==> src/shared/lcd_strap_params.svh <==
`ifndef LCD_STRAP_PARAMS_SVH
`define LCD_STRAP_PARAMS_SVH

// Register byte offsets
`define OFF_CTRL        12'h000
`define OFF_STATUS      12'h004
`define OFF_SCAN        12'h008

// Control register fields
`define CTRL_DISP_ON    0
`define CTRL_STATIC_ON  1
`define CTRL_RESET_VAL  32'h0000_0000

// Status register fields
`define ST_PARALLEL     0
`define ST_OSC_ON       1
`define ST_PRIMARY      2
`define ST_INT_DIV      3
`define ST_DUTY_LO      4
`define ST_DUTY_HI      5
`define ST_DISP_EN      6
`define ST_FRAME        7

// Scan register fields
`define SCAN_LINE_LSB   0
`define SCAN_FRAME_BIT  8

// Internal display clock, half period, derived from the 5 ns system clock
`define SYS_CLK_PERIOD_NS   5
`define DISP_CLK_HALF_NS    1000
`define DISP_CLK_HALF_CYC   ((`DISP_CLK_HALF_NS) / (`SYS_CLK_PERIOD_NS))

// Panel geometry
`define SEG_COUNT       132
`define COM_COUNT       64

// AXI responses
`define RESP_OKAY       2'h0
`define RESP_DECERR     2'h3

`endif

==> src/shared/lcd_strap_pkg.sv <==
package lcd_strap_pkg;
	typedef enum logic [1:0] {
		duty_33 = 2'b00,
		duty_49 = 2'b01,
		duty_55 = 2'b10,
		duty_65 = 2'b11
	} duty_t;

	typedef enum logic [1:0] {
		rd_idle = 2'b00,
		rd_resp = 2'b01
	} rd_state_t;

	typedef logic [6:0] line_t;
endpackage : lcd_strap_pkg

==> src/shared/pin_sync_if.sv <==
`timescale 1ns/1ps
interface pin_sync_if #(parameter int W = 9);
	logic [W-1:0] raw;
	logic [W-1:0] stable;
	modport syncer (input raw, output stable);
	modport user   (output raw, input stable);
endinterface : pin_sync_if

==> src/hw/lcd_strap_sync.sv <==
// The AXI4-Lite interface to the registers and the placing of the registers are this design's own decisions.
`timescale 1ns/1ps
`include "lcd_strap_params.svh"
module lcd_strap_sync (
	input  wire logic                 aclk,
	input  wire logic                 aresetn,
	input  wire logic [11:0]          s_axi_awaddr,
	input  wire logic                 s_axi_awvalid,
	output logic                      s_axi_awready,
	input  wire logic [31:0]          s_axi_wdata,
	input  wire logic [3:0]           s_axi_wstrb,
	input  wire logic                 s_axi_wvalid,
	output logic                      s_axi_wready,
	output logic [1:0]                s_axi_bresp,
	output logic                      s_axi_bvalid,
	input  wire logic                 s_axi_bready,
	input  wire logic [11:0]          s_axi_araddr,
	input  wire logic                 s_axi_arvalid,
	output logic                      s_axi_arready,
	output logic [31:0]               s_axi_rdata,
	output logic [1:0]                s_axi_rresp,
	output logic                      s_axi_rvalid,
	input  wire logic                 s_axi_rready,
	input  wire logic                 parallel_select,
	input  wire logic                 osc_source_select,
	input  wire logic                 primary_select,
	input  wire logic                 internal_divider_select,
	input  wire logic                 duty_select_low,
	input  wire logic                 duty_select_high,
	input  wire logic                 display_clock_pin_i,
	output logic                      display_clock_pin_o,
	output logic                      display_clock_pin_oe,
	input  wire logic                 frame_alternation_signal_i,
	output logic                      frame_alternation_signal_o,
	output logic                      frame_alternation_signal_oe,
	input  wire logic                 display_blank_signal_n_i,
	output logic                      display_blank_signal_n_o,
	output logic                      display_blank_signal_n_oe,
	output logic                      data_low_oe,
	output logic                      ram_read_enable,
	output logic                      osc_enable,
	output logic                      internal_divider_enable,
	output logic                      static_indicator_drive,
	input  wire logic [131:0]         segment_pattern,
	output logic [131:0]              segment_outputs,
	output logic [31:0]               common_outputs_lower,
	output logic [31:0]               common_outputs_upper,
	output logic [1:0]                indicator_common_outputs,
	output lcd_strap_pkg::duty_t      duty_mode
);
	import lcd_strap_pkg::*;

	localparam int DIV_W = 9;

	// Last scan line index for a duty; the last line feeds the indicator
	function automatic line_t last_line(input duty_t d);
		case (d)
			duty_33: last_line = 7'd32;
			duty_49: last_line = 7'd48;
			duty_55: last_line = 7'd54;
			duty_65: last_line = 7'd64;
			default: last_line = 7'd32;
		endcase
	endfunction : last_line

	pin_sync_if #(.W(9)) pins ();
	pin_sync #(.W(9)) u_sync (
		.aclk    (aclk),
		.aresetn (aresetn),
		.pins    (pins)
	);

	assign pins.raw = {display_blank_signal_n_i, frame_alternation_signal_i,
		display_clock_pin_i, duty_select_high, duty_select_low,
		internal_divider_select, primary_select, osc_source_select,
		parallel_select};

	logic  par;
	logic  osc_on;
	logic  primary;
	logic  int_div;
	duty_t duty;
	logic  clk_in;
	logic  fr_in;
	logic  blank_n_in;
	assign par        = pins.stable[0];
	assign osc_on     = pins.stable[1];
	assign primary    = pins.stable[2];
	assign int_div    = pins.stable[3];
	assign duty       = duty_t'(pins.stable[5:4]);
	assign clk_in     = pins.stable[6];
	assign fr_in      = pins.stable[7];
	assign blank_n_in = pins.stable[8];

	logic [31:0]      ctrl_q;
	logic             wr_addr_ok;
	logic [11:0]      awaddr_q;
	logic             aw_have_q;
	logic [31:0]      wdata_q;
	logic [3:0]       wstrb_q;
	logic             w_have_q;
	rd_state_t        rd_state_q;
	logic [DIV_W-1:0] div_q;
	logic             clk_out_q;
	logic             clk_in_d1_q;
	logic             fr_in_d1_q;
	line_t            line_q;
	logic             fr_q;
	logic             disp_en;
	logic             tick;

	// AXI write: address and data taken independently, answer after both
	always_ff @(posedge aclk) begin
		if (!aresetn) begin
			aw_have_q <= 1'b0;
			awaddr_q  <= 12'h000;
		end else if (s_axi_awvalid && s_axi_awready) begin
			aw_have_q <= 1'b1;
			awaddr_q  <= s_axi_awaddr;
		end else if (s_axi_bvalid && s_axi_bready) begin
			aw_have_q <= 1'b0;
		end
	end

	always_ff @(posedge aclk) begin
		if (!aresetn) begin
			w_have_q <= 1'b0;
			wdata_q  <= 32'h0000_0000;
			wstrb_q  <= 4'h0;
		end else if (s_axi_wvalid && s_axi_wready) begin
			w_have_q <= 1'b1;
			wdata_q  <= s_axi_wdata;
			wstrb_q  <= s_axi_wstrb;
		end else if (s_axi_bvalid && s_axi_bready) begin
			w_have_q <= 1'b0;
		end
	end

	always_ff @(posedge aclk) begin
		if (!aresetn) begin
			s_axi_awready <= 1'b0;
			s_axi_wready  <= 1'b0;
		end else begin
			s_axi_awready <= !aw_have_q && !(s_axi_awvalid && s_axi_awready);
			s_axi_wready  <= !w_have_q && !(s_axi_wvalid && s_axi_wready);
		end
	end

	assign wr_addr_ok = (awaddr_q == `OFF_CTRL) ||
		(awaddr_q == `OFF_STATUS) || (awaddr_q == `OFF_SCAN);

	always_ff @(posedge aclk) begin
		if (!aresetn) begin
			s_axi_bvalid <= 1'b0;
			s_axi_bresp  <= `RESP_OKAY;
			ctrl_q       <= `CTRL_RESET_VAL;
		end else if (s_axi_bvalid) begin
			if (s_axi_bready) begin
				s_axi_bvalid <= 1'b0;
			end
		end else if (aw_have_q && w_have_q) begin
			s_axi_bvalid <= 1'b1;
			s_axi_bresp  <= wr_addr_ok ? `RESP_OKAY : `RESP_DECERR;
			if (awaddr_q == `OFF_CTRL && wstrb_q[0]) begin
				ctrl_q[1:0] <= wdata_q[1:0];
			end
		end
	end

	// AXI read: one outstanding read, data registered
	always_ff @(posedge aclk) begin
		if (!aresetn) begin
			rd_state_q    <= rd_idle;
			s_axi_arready <= 1'b0;
			s_axi_rvalid  <= 1'b0;
			s_axi_rdata   <= 32'h0000_0000;
			s_axi_rresp   <= `RESP_OKAY;
		end else begin
			case (rd_state_q)
				rd_idle: begin
					s_axi_arready <= 1'b1;
					if (s_axi_arvalid && s_axi_arready) begin
						s_axi_arready <= 1'b0;
						s_axi_rvalid  <= 1'b1;
						s_axi_rresp   <= `RESP_OKAY;
						rd_state_q    <= rd_resp;
						case (s_axi_araddr)
							`OFF_CTRL:   s_axi_rdata <= ctrl_q;
							`OFF_STATUS: s_axi_rdata <= {24'h000000, fr_q,
								disp_en, duty, int_div, primary, osc_on, par};
							`OFF_SCAN:   s_axi_rdata <= {23'h000000, fr_q,
								1'b0, line_q};
							default: begin
								s_axi_rdata <= 32'h0000_0000;
								s_axi_rresp <= `RESP_DECERR;
							end
						endcase
					end
				end
				rd_resp: begin
					s_axi_arready <= 1'b0;
					if (s_axi_rready) begin
						s_axi_rvalid <= 1'b0;
						rd_state_q   <= rd_idle;
					end
				end
				default: rd_state_q <= rd_idle;
			endcase
		end
	end

	// internal oscillator only with clock source strap high
	always_ff @(posedge aclk) begin
		if (!aresetn || !osc_on) begin
			div_q     <= '0;
			clk_out_q <= 1'b0;
		end else if (div_q == DIV_W'(`DISP_CLK_HALF_CYC - 1)) begin
			div_q     <= '0;
			clk_out_q <= !clk_out_q;
		end else begin
			div_q <= div_q + 1'b1;
		end
	end

	// external clock edges found on the sampled pin
	always_ff @(posedge aclk) begin
		if (!aresetn) begin
			clk_in_d1_q <= 1'b0;
			fr_in_d1_q  <= 1'b0;
		end else begin
			clk_in_d1_q <= clk_in;
			fr_in_d1_q  <= fr_in;
		end
	end

	// Pin driven only by an oscillating primary, so counting follows the pin
	assign tick = clk_in && !clk_in_d1_q;
	// secondary takes blanking from the shared pin
	assign disp_en = primary ? ctrl_q[`CTRL_DISP_ON] : blank_n_in;

	// primary counts lines, secondary realigns on frame edges
	always_ff @(posedge aclk) begin
		if (!aresetn) begin
			line_q <= 7'd0;
			fr_q   <= 1'b0;
		end else if (!primary && (fr_in != fr_in_d1_q)) begin
			line_q <= 7'd0;
			fr_q   <= fr_in;
		end else if (tick) begin
			if (line_q >= last_line(duty)) begin
				line_q <= 7'd0;
				if (primary) begin
					fr_q <= !fr_q;
				end
			end else begin
				line_q <= line_q + 7'd1;
			end
		end
	end

	always_ff @(posedge aclk) begin
		if (!aresetn) begin
			display_clock_pin_o         <= 1'b0;
			display_clock_pin_oe        <= 1'b0;
			frame_alternation_signal_o  <= 1'b0;
			frame_alternation_signal_oe <= 1'b0;
			display_blank_signal_n_o    <= 1'b0;
			display_blank_signal_n_oe   <= 1'b0;
		end else begin
			display_clock_pin_o         <= clk_out_q;
			display_clock_pin_oe        <= primary && osc_on;
			frame_alternation_signal_o  <= fr_q;
			frame_alternation_signal_oe <= primary;
			display_blank_signal_n_o    <= ctrl_q[`CTRL_DISP_ON];
			display_blank_signal_n_oe   <= primary;
		end
	end

	always_ff @(posedge aclk) begin
		if (!aresetn) begin
			data_low_oe             <= 1'b0;
			ram_read_enable         <= 1'b0;
			osc_enable              <= 1'b0;
			internal_divider_enable <= 1'b0;
			duty_mode               <= duty_33;
		end else begin
			// serial leaves low data lines undriven
			data_low_oe             <= par;
			ram_read_enable         <= par;
			osc_enable              <= osc_on;
			internal_divider_enable <= primary && int_div;
			duty_mode               <= duty;
		end
	end

	// static drive with indicator on in primary, following frame
	always_ff @(posedge aclk) begin
		if (!aresetn) begin
			static_indicator_drive <= 1'b0;
		end else begin
			static_indicator_drive <= primary && ctrl_q[`CTRL_STATIC_ON] && fr_q;
		end
	end

	// scan outputs depend only on shared timing, display enable and the segment pattern
	always_ff @(posedge aclk) begin
		if (!aresetn) begin
			segment_outputs          <= '0;
			common_outputs_lower     <= '0;
			common_outputs_upper     <= '0;
			indicator_common_outputs <= 2'b00;
		end else begin
			segment_outputs <= disp_en ?
				(segment_pattern ^ {`SEG_COUNT{fr_q}}) : '0;
			for (int i = 0; i < 32; i++) begin
				common_outputs_lower[i] <= disp_en &&
					(line_q == 7'(i)) && (line_q != last_line(duty));
				common_outputs_upper[i] <= disp_en &&
					(line_q == 7'(i + 32)) && (line_q != last_line(duty));
			end
			indicator_common_outputs <=
				{2{disp_en && (line_q == last_line(duty))}};
		end
	end
endmodule : lcd_strap_sync

==> src/hw/pin_sync.sv <==
`timescale 1ns/1ps
module pin_sync #(
	parameter int W = 9
) (
	input  wire logic   aclk,
	input  wire logic   aresetn,
	pin_sync_if.syncer  pins
);
	logic [W-1:0] s1_q;
	logic [W-1:0] s2_q;
	logic [W-1:0] s3_q;
	logic [W-1:0] stable_q;

	always_ff @(posedge aclk) begin
		if (!aresetn) begin
			s1_q <= '0;
			s2_q <= '0;
			s3_q <= '0;
		end else begin
			s1_q <= pins.raw;
			s2_q <= s1_q;
			s3_q <= s2_q;
		end
	end

	// A bit moves only once two late stages agree, filtering glitches
	always_ff @(posedge aclk) begin
		if (!aresetn) begin
			stable_q <= '0;
		end else begin
			for (int i = 0; i < W; i++) begin
				if (s2_q[i] == s3_q[i]) begin
					stable_q[i] <= s3_q[i];
				end
			end
		end
	end

	assign pins.stable = stable_q;
endmodule : pin_sync

==> config.mk <==
export PLATFORM = sky130hd
export DESIGN_NAME = lcd_strap_sync
export DESIGN_NICKNAME = d
export VERILOG_FILES = /design/src/shared/lcd_strap_pkg.sv /design/src/shared/pin_sync_if.sv /design/src/hw/lcd_strap_sync.sv /design/src/hw/pin_sync.sv
export VERILOG_INCLUDE_DIRS = /design/src /design/src/shared
export SDC_FILE = /design/constraint.sdc
export NUM_CORES = 1
export LEC_CHECK = 0
export ABC_CLOCK_PERIOD_IN_PS = 2000
export BUFFER_PORTS_ARGS = -buffer_cell sky130_fd_sc_hd__buf_2
export CORE_MARGIN = 2
export CORE_UTILIZATION = 33
export CTS_BUF_LIST = sky130_fd_sc_hd__clkbuf_8 sky130_fd_sc_hd__clkbuf_16
export DETAILED_ROUTE_END_ITERATION = 10
export GPL_TIMING_DRIVEN = 0
export PLACE_DENSITY_LB_ADDON = 0.15
export SYNTH_ARGS = -nofsm -noshare
export SYNTH_HDL_FRONTEND = slang
export SYNTH_SLANG_ARGS = --single-unit
==> constraint.sdc <==
create_clock -name aclk -period 2 [get_ports aclk]
set_input_delay 0.3 -clock aclk [delete_from_list [all_inputs] [get_ports aclk]]
set_output_delay 0.3 -clock aclk [all_outputs]
set_load 0.05 [all_outputs]
# Word-level counts from Yosys, hierarchy flattened
# Cells that the tools add are included.
classes:
  n_eq_ne: 86
  n_reduce_logical: 177
  order_cmp: 1
  add_sub_neg: 2
  n_mux: 28
  bitwise_logic: 3
op_table:
  columns: ["op", "count"]
  rows:
  - ["$eq A7 B6 Y1 const B", 32]
  - ["$logic_and A1 B1 Y1", 143]
  - ["$xor A132 B132 Y132", 1]
  - ["$eq A7 B5 Y1 const B", 16]
  - ["$eq A7 B4 Y1 const B", 8]
  - ["$mux W7", 5]
  - ["$eq A7 B3 Y1 const B", 4]
  - ["$pmux W7 S4", 1]
  - ["$pmux W9 S3", 1]
  - ["$eq A12 B3 Y1 const B", 2]
  - ["$eq A12 B4 Y1 const B", 2]
  - ["$logic_not A12 Y1", 2]
  - ["$eq A7 B2 Y1 const B", 2]
  - ["$mux W1", 14]
  - ["$reduce_bool A2 Y1", 6]
  - ["$logic_not A1 Y1", 10]
  - ["$add A9 B1 Y9 const B", 1]
  - ["$eq A1 B1 Y1", 9]
  - ["$eq A9 B8 Y1 const B", 1]
  - ["$reduce_and A3 Y1", 3]
  - ["$mux W2", 4]
  - ["$reduce_and A2 Y1", 4]
  - ["$add A7 B1 Y7 const B", 1]
  - ["$eq A7 B1 Y1 const B", 1]
  - ["15 further kinds", 24]
totals:
  output_inout_bits: 252
  inputBits: 208
  word_cells: 344
  reg_bits: 326

# Logic depth before layout (Yosys ltp)
depth:
  depth_word: 9
  ltp_mapped: 10

# Hierarchy
# A second synthesis with hierarchy kept.
unflattened:
  hier_cells: 1019
  hier_area_um2: 10222.3
by_module_without_submodules:
  columns: ["mod", "cells_each", "area_each_um2", "n_inst"]
  rows:
  - ["lcd_strap_sync", 926, 9151.3, 1]
  - ["pin_sync", 93, 1071.0, 1]

# Worst setup path before layout
# OpenSTA, ideal clock, no wires.
synth_timing:
  kind: "register -> register"
  from: "register u_sync.stable_q[4], in the netlist u_sync.pins.stable[4]"
  to: "register common_outputs_upper[15]"
  synth_period_minus_slack_ps: 2107
  path_stages_with_launch: 10
  arrival_ps: 1988
  path_slack_ps: -107
  setup_time_ps: 119
  t_required_ps: 1881
  cell_sequence: "dfxtp_1 > inv_1 > ha_1 > ha_1 > nand3_1 > nor4_2 > or4b_1 > buf_2 > buf_8 > nor2_4"
synth_between:
  elab_chain_len: 5
  elab_cells_between_ends: 8
  cone_classes: "4 x eq/ne; 2 x mux; 2 x reduce/logical"
synth_rtl:
  columns: ["item", "line", "text"]
  rows:
  - ["from (decl)", "pin_sync.sv:12", "logic [W-1:0] stable_q;"]
  - ["from (signal, indexed assignment)", "pin_sync.sv:33", "stable_q[i] <= s3_q[i];"]
  - ["$eq A2 B2 Y1, or another cell as far along", "lcd_strap_sync.sv:57", "case (d)"]
  - ["$pmux W7 S4 *", "lcd_strap_sync.sv:57", null]
  - ["$mux W7 *", "lcd_strap_sync.sv:307", "if (!aresetn) begin"]
  - ["$ne A7 B7 Y1 *", "lcd_strap_sync.sv:319", "(line_q == 7'(i + 32)) && (line_q != last_line(duty));"]
  - ["$logic_and A1 B1 Y1 *", "lcd_strap_sync.sv:319", null]
  - ["to (signal, indexed assignment)", "lcd_strap_sync.sv:318", "common_outputs_upper[i] <= disp_en &&"]
  - ["to (decl)", "lcd_strap_sync.sv:47", "output logic [31:0] common_outputs_upper,"]
# Every way passes the cells marked *; elsewhere a longest branch is shown, timed or not. The select of a mux whose other input is x is not followed.
# A chain may end at the register's enable or synchronous reset.

# Worst setup path after layout
layout_timing:
  from: "register u_sync.stable_q[4], in the netlist u_sync.pins.stable[4]"
  to: "register common_outputs_upper[10]"
# The elaborated chain is that of the path after synthesis.

==> results.py <==
metrics = {
    "power_and_ir_drop": {
        "p_leak_nw": 6.66,
        "pwr-share-seq": 0.457,
        "p_comb_frac": 0.054,
        "switchingPower_mw": 2.87,
        "switching_share": 0.217,
        "ir_drop_mv": 0.474,
        "power.density_nw_per_um2": 905,
        "pwr-share-clk": 0.489,
        "total_power_mw": 13.2,
        "p_int_mw": 10.3,
    },
    "worst_setup_path": {
        "r2r-start": "u_sync.pins.stable[4]",
        "r2r-end": "common_outputs_upper[10]",
        "cpMostUsedCell": "ha_4",
        "arrival_ps": 2470,
        "critPathRequiredTime_ps": 2460,
        "r2r_cells": 9,
        "path_delay_family": "simple AND/OR/NAND/NOR gates",
        "path_cells": "inv_4 -> ha_4 -> ha_4 -> nand3_4 -> nor4_4 -> or4b_1 -> buf_6 -> clkbuf_16 -> nor2_4",
        "critical_path.slowest_cell": "or4b_1",
        "regToRegSetupSlack_ps": -10,
        "crit_type": "register to register",
        "crit_fanout": 7,
        "end_kind": "register",
        "path_buf_inv": 3,
        "cpPeakStageDelay_ps": 530,
        "crit_path_start_kind": "register",
    },
    "synth": {
        "synth_adder_area_share": 0.0165,
        "synthCells": 1037,
        "synth_edf_count": 0,
        "ys.flop_type": "dfxtp_1",
        "yosysWarnings": 0,
        "synth.distinct_cells": 53,
        "synth_top_family_by_area": "simple AND/OR/NAND/NOR gates",
        "yosysSeqAreaShare": 0.573,
        "synthXorXnorAreaFrac": 0.121,
        "synthArstFlopShare": 0,
        "synth_area_leaders": "dfxtp_1, xnor2_1, nor2_1",
        "synth_compound_area_frac": 0.0418,
        "syn_area_per_cell_um2": 10.1,
        "synth_mux_area_frac": 0.00407,
        "synthSimpleGateAreaFrac": 0.186,
        "ys_ff_latch": 299,
        "synth.largest_area_cell": "dfxtp_1",
        "synth_top_area_frac": 0.573,
        "mappedNetlistArea_um2": 10400,
    },
    "worst_hold_path": {
        "hold_path.class": "input port to register",
        "holdPathStages": 3,
        "worstHoldStart": "segment_pattern[89]",
        "min_to": "segment_outputs[89]",
    },
    "sta": {
        "fin_crit_ps": 2010,
        "hold_viol_final": 0,
        "fin_ws_ps": -12.7,
        "rsz0062_at_grt": "yes",
        "finalClockSkew_ps": 18.1,
        "fmax_ghz": 0.497,
        "maxSlewHeadroom": 0.579,
        "period_share": 1.01,
        "worst_pin_slew_ps": 632,
        "drv_slew": 0,
        "setup_viol": 6,
    },
    "clocking": {
        "cts_tree": "done",
        "clkSinkCount": 299,
        "cts_buffer_depth": 3,
        "root_buffer": "clkbuf_16",
        "htreeDepth": 2,
        "cts_buffers": 34,
        "clk_latency_ps": 520,
        "path_clk_slew_ps": 60,
    },
    "grt": {
        "grt_pass1_wl_um": 45800,
        "grt_max_degree": 14,
        "grt_pass1_vias": 7920,
        "grt_usage": 0.182,
        "overflow": 0,
        "grt_antenna_before_repair": 8,
    },
    "layout": {
        "syn_to_final_growth_pct": 39.7,
        "nets": 1740,
        "layout_commonest_cell": "buf_2",
        "drive_above_1_share": 0.369,
        "mostFrequentLayoutCells": "buf_2, dfxtp_1, nor2_1, xnor2_1, nand2_1",
        "post-route-util": 0.465,
    },
    "die": {
        "fp.coreArea_um2": 31400,
        "placementRows": 65,
        "initial_core_util": 0.333,
        "dieArea_um2": 33100,
        "ios": 460,
        "die_h_um": 182,
        "die_w_um": 182,
    },
    "route": {
        "drt_iter0_drc": 267,
        "drt_wl_total_um": 31400,
        "wl_per_cell_um": 16.1,
        "dr.pass1.iters": 4,
        "postRouteAntennaNets": 0,
        "routed-via-count": 8325,
        "drc": 0,
        "viasPerCell": 4.28,
    },
    "place": {
        "globalplace.congestion": 0.779,
        "io_buffers": 403,
        "dp_hpwl_um": 24100,
        "place_ws_ps": -206,
    },
    "run_status": {
        "violations": "negative setup slack",
        "run_status": "finished with violations",
    },
    "run": {
        "maxCapViolCount": 0,
    },
}
==> power by group through the flow <==
| stage | sequential, mW | combinational, mW | clock [mW] |
|---|---|---|---|
| after floorplan | 6.21 | 0.386 | 0 |
| after CTS | 6.03 | 0.720 | 6.61 |
| after global placement | 6.17 | 0.700 | 0 |
| final | 6.03 | 0.714 | 6.46 |
| after global routing | 6.04 | 0.775 | 6.84 |
| after detailed placement | 6.17 | 0.702 | 0 |
==> worst max-delay path by stage <==
stage	cells past startpoint	from	slack (ps)	endpoint
6_report	9	u_sync.pins.stable[4]	-10	common_outputs_upper[10]
5_1_grt	9	u_sync.pins.stable[4]	-80	common_outputs_upper[9]
4_1_cts	9	u_sync.pins.stable[4]	-0.6	common_outputs_upper[30]
2_1_floorplan	9	u_sync.pins.stable[4]	20	common_outputs_upper[15]
3_3_place_gp	9	u_sync.pins.stable[5]	-190	common_outputs_lower[14]
3_5_place_dp	9	u_sync.pins.stable[5]	-210	common_outputs_lower[11]
==> worst register-to-register path, stage by stage, from the launching register on <==
cell	delay, ps
dfxtp_4	370
inv_4	40
ha_4	260
ha_4	200
nand3_4	100
nor4_4	60
or4b_1	530
buf_6	170
clkbuf_16	180
nor2_4	70
==> logic make-up after synthesis <==
kind of cell	Yosys count
and+or+nand+nor	402
DFF	299
xor gates and xnor gates	144
buffers and inverters	99
AOI/OAI and AO/OA	75
adders and majority gates	14
muxes	3
other	1
==> Yosys cell counts, types with 2 or more instances <==
library cell and n:
dfxtp_1 299, nor2_1 203, xnor2_1 141, nand2_1 65
and2_1 44, a21oi_1 36, buf_4 30, buf_2 26
clkbuf_1 19, o21ai_0 17, nand3_1 16, and3_1 13
ha_1 13, inv_1 13, nand4_1 12, nor2_4 10
buf_6 9, nor3_1 8, a22oi_1 4, a32oi_1 4
nand2b_1 4, nor2b_1 4, nor4_1 3, o2bb2ai_1 3
or4_1 3, xor2_1 3, a21o_1 2, a31oi_1 2
mux2i_1 2, nand3b_1 2, nor3b_1 2, nor4_4 2
o21ai_1 2, or3_1 2
==> repair_timing <==
action,CTS,global route
setup endpoints to repair,57,44
endpoints found under the hold margin,10,0
buffers inserted,7,2
hold buffers,10,0
pin swaps,6,4
resized for setup,18,9
cloned,0,2
==> area by class of cell <==
type	instances	area [um2]
sequential	299	5990
antenna	5	12.5
clock buffer	41	947
inverter	14	55.1
tap	402	503
fill	3128	16800
timing repair buffer	424	2230
buffer	85	584
multi-input combinational	661	4040
clock inverter	16	221
==> registers in the layout (all words and copies together) (netlist names), 2 cells and up <==
name,flops
u_sync.s2_q,9
common_outputs_upper,32
duty_mode,2
u_sync.s1_q,9
u_sync.pins.stable,9
u_sync.s3_q,9
common_outputs_lower,32
awaddr_q,12
wdata_q,2
line_q,7
div_q,9
ctrl_q,2
segment_outputs,132
s_axi_rdata,9
==> per-layer routing <==
| layer | track usage | routed length [um] | vias up |
|---|---|---|---|
| met5 | 0 | 0 | - |
| met4 | 0.0526 | 692 | 0 |
| met3 | 0.0443 | 2090 | 50 |
| met2 | 0.334 | 16000 | 288 |
| met1 | 0.209 | 12600 | 3764 |
| li1 | - | - | 4223 |
==> through the flow <==
stage                     instance area (um2)  cells  hold WS [ps]  TNS, ps
after floorplan                         10600   1059           404        0
after global routing                    14600   1946          21.0    -2020
after CTS                               14500   1938          4.21   -0.553
final                                   14600   1947          21.2    -57.0
after detailed placement                13100   1864           417    -5320
after global placement                  13100   1864           416    -4480
Note: power is estimated with default switching activity, not from simulation.
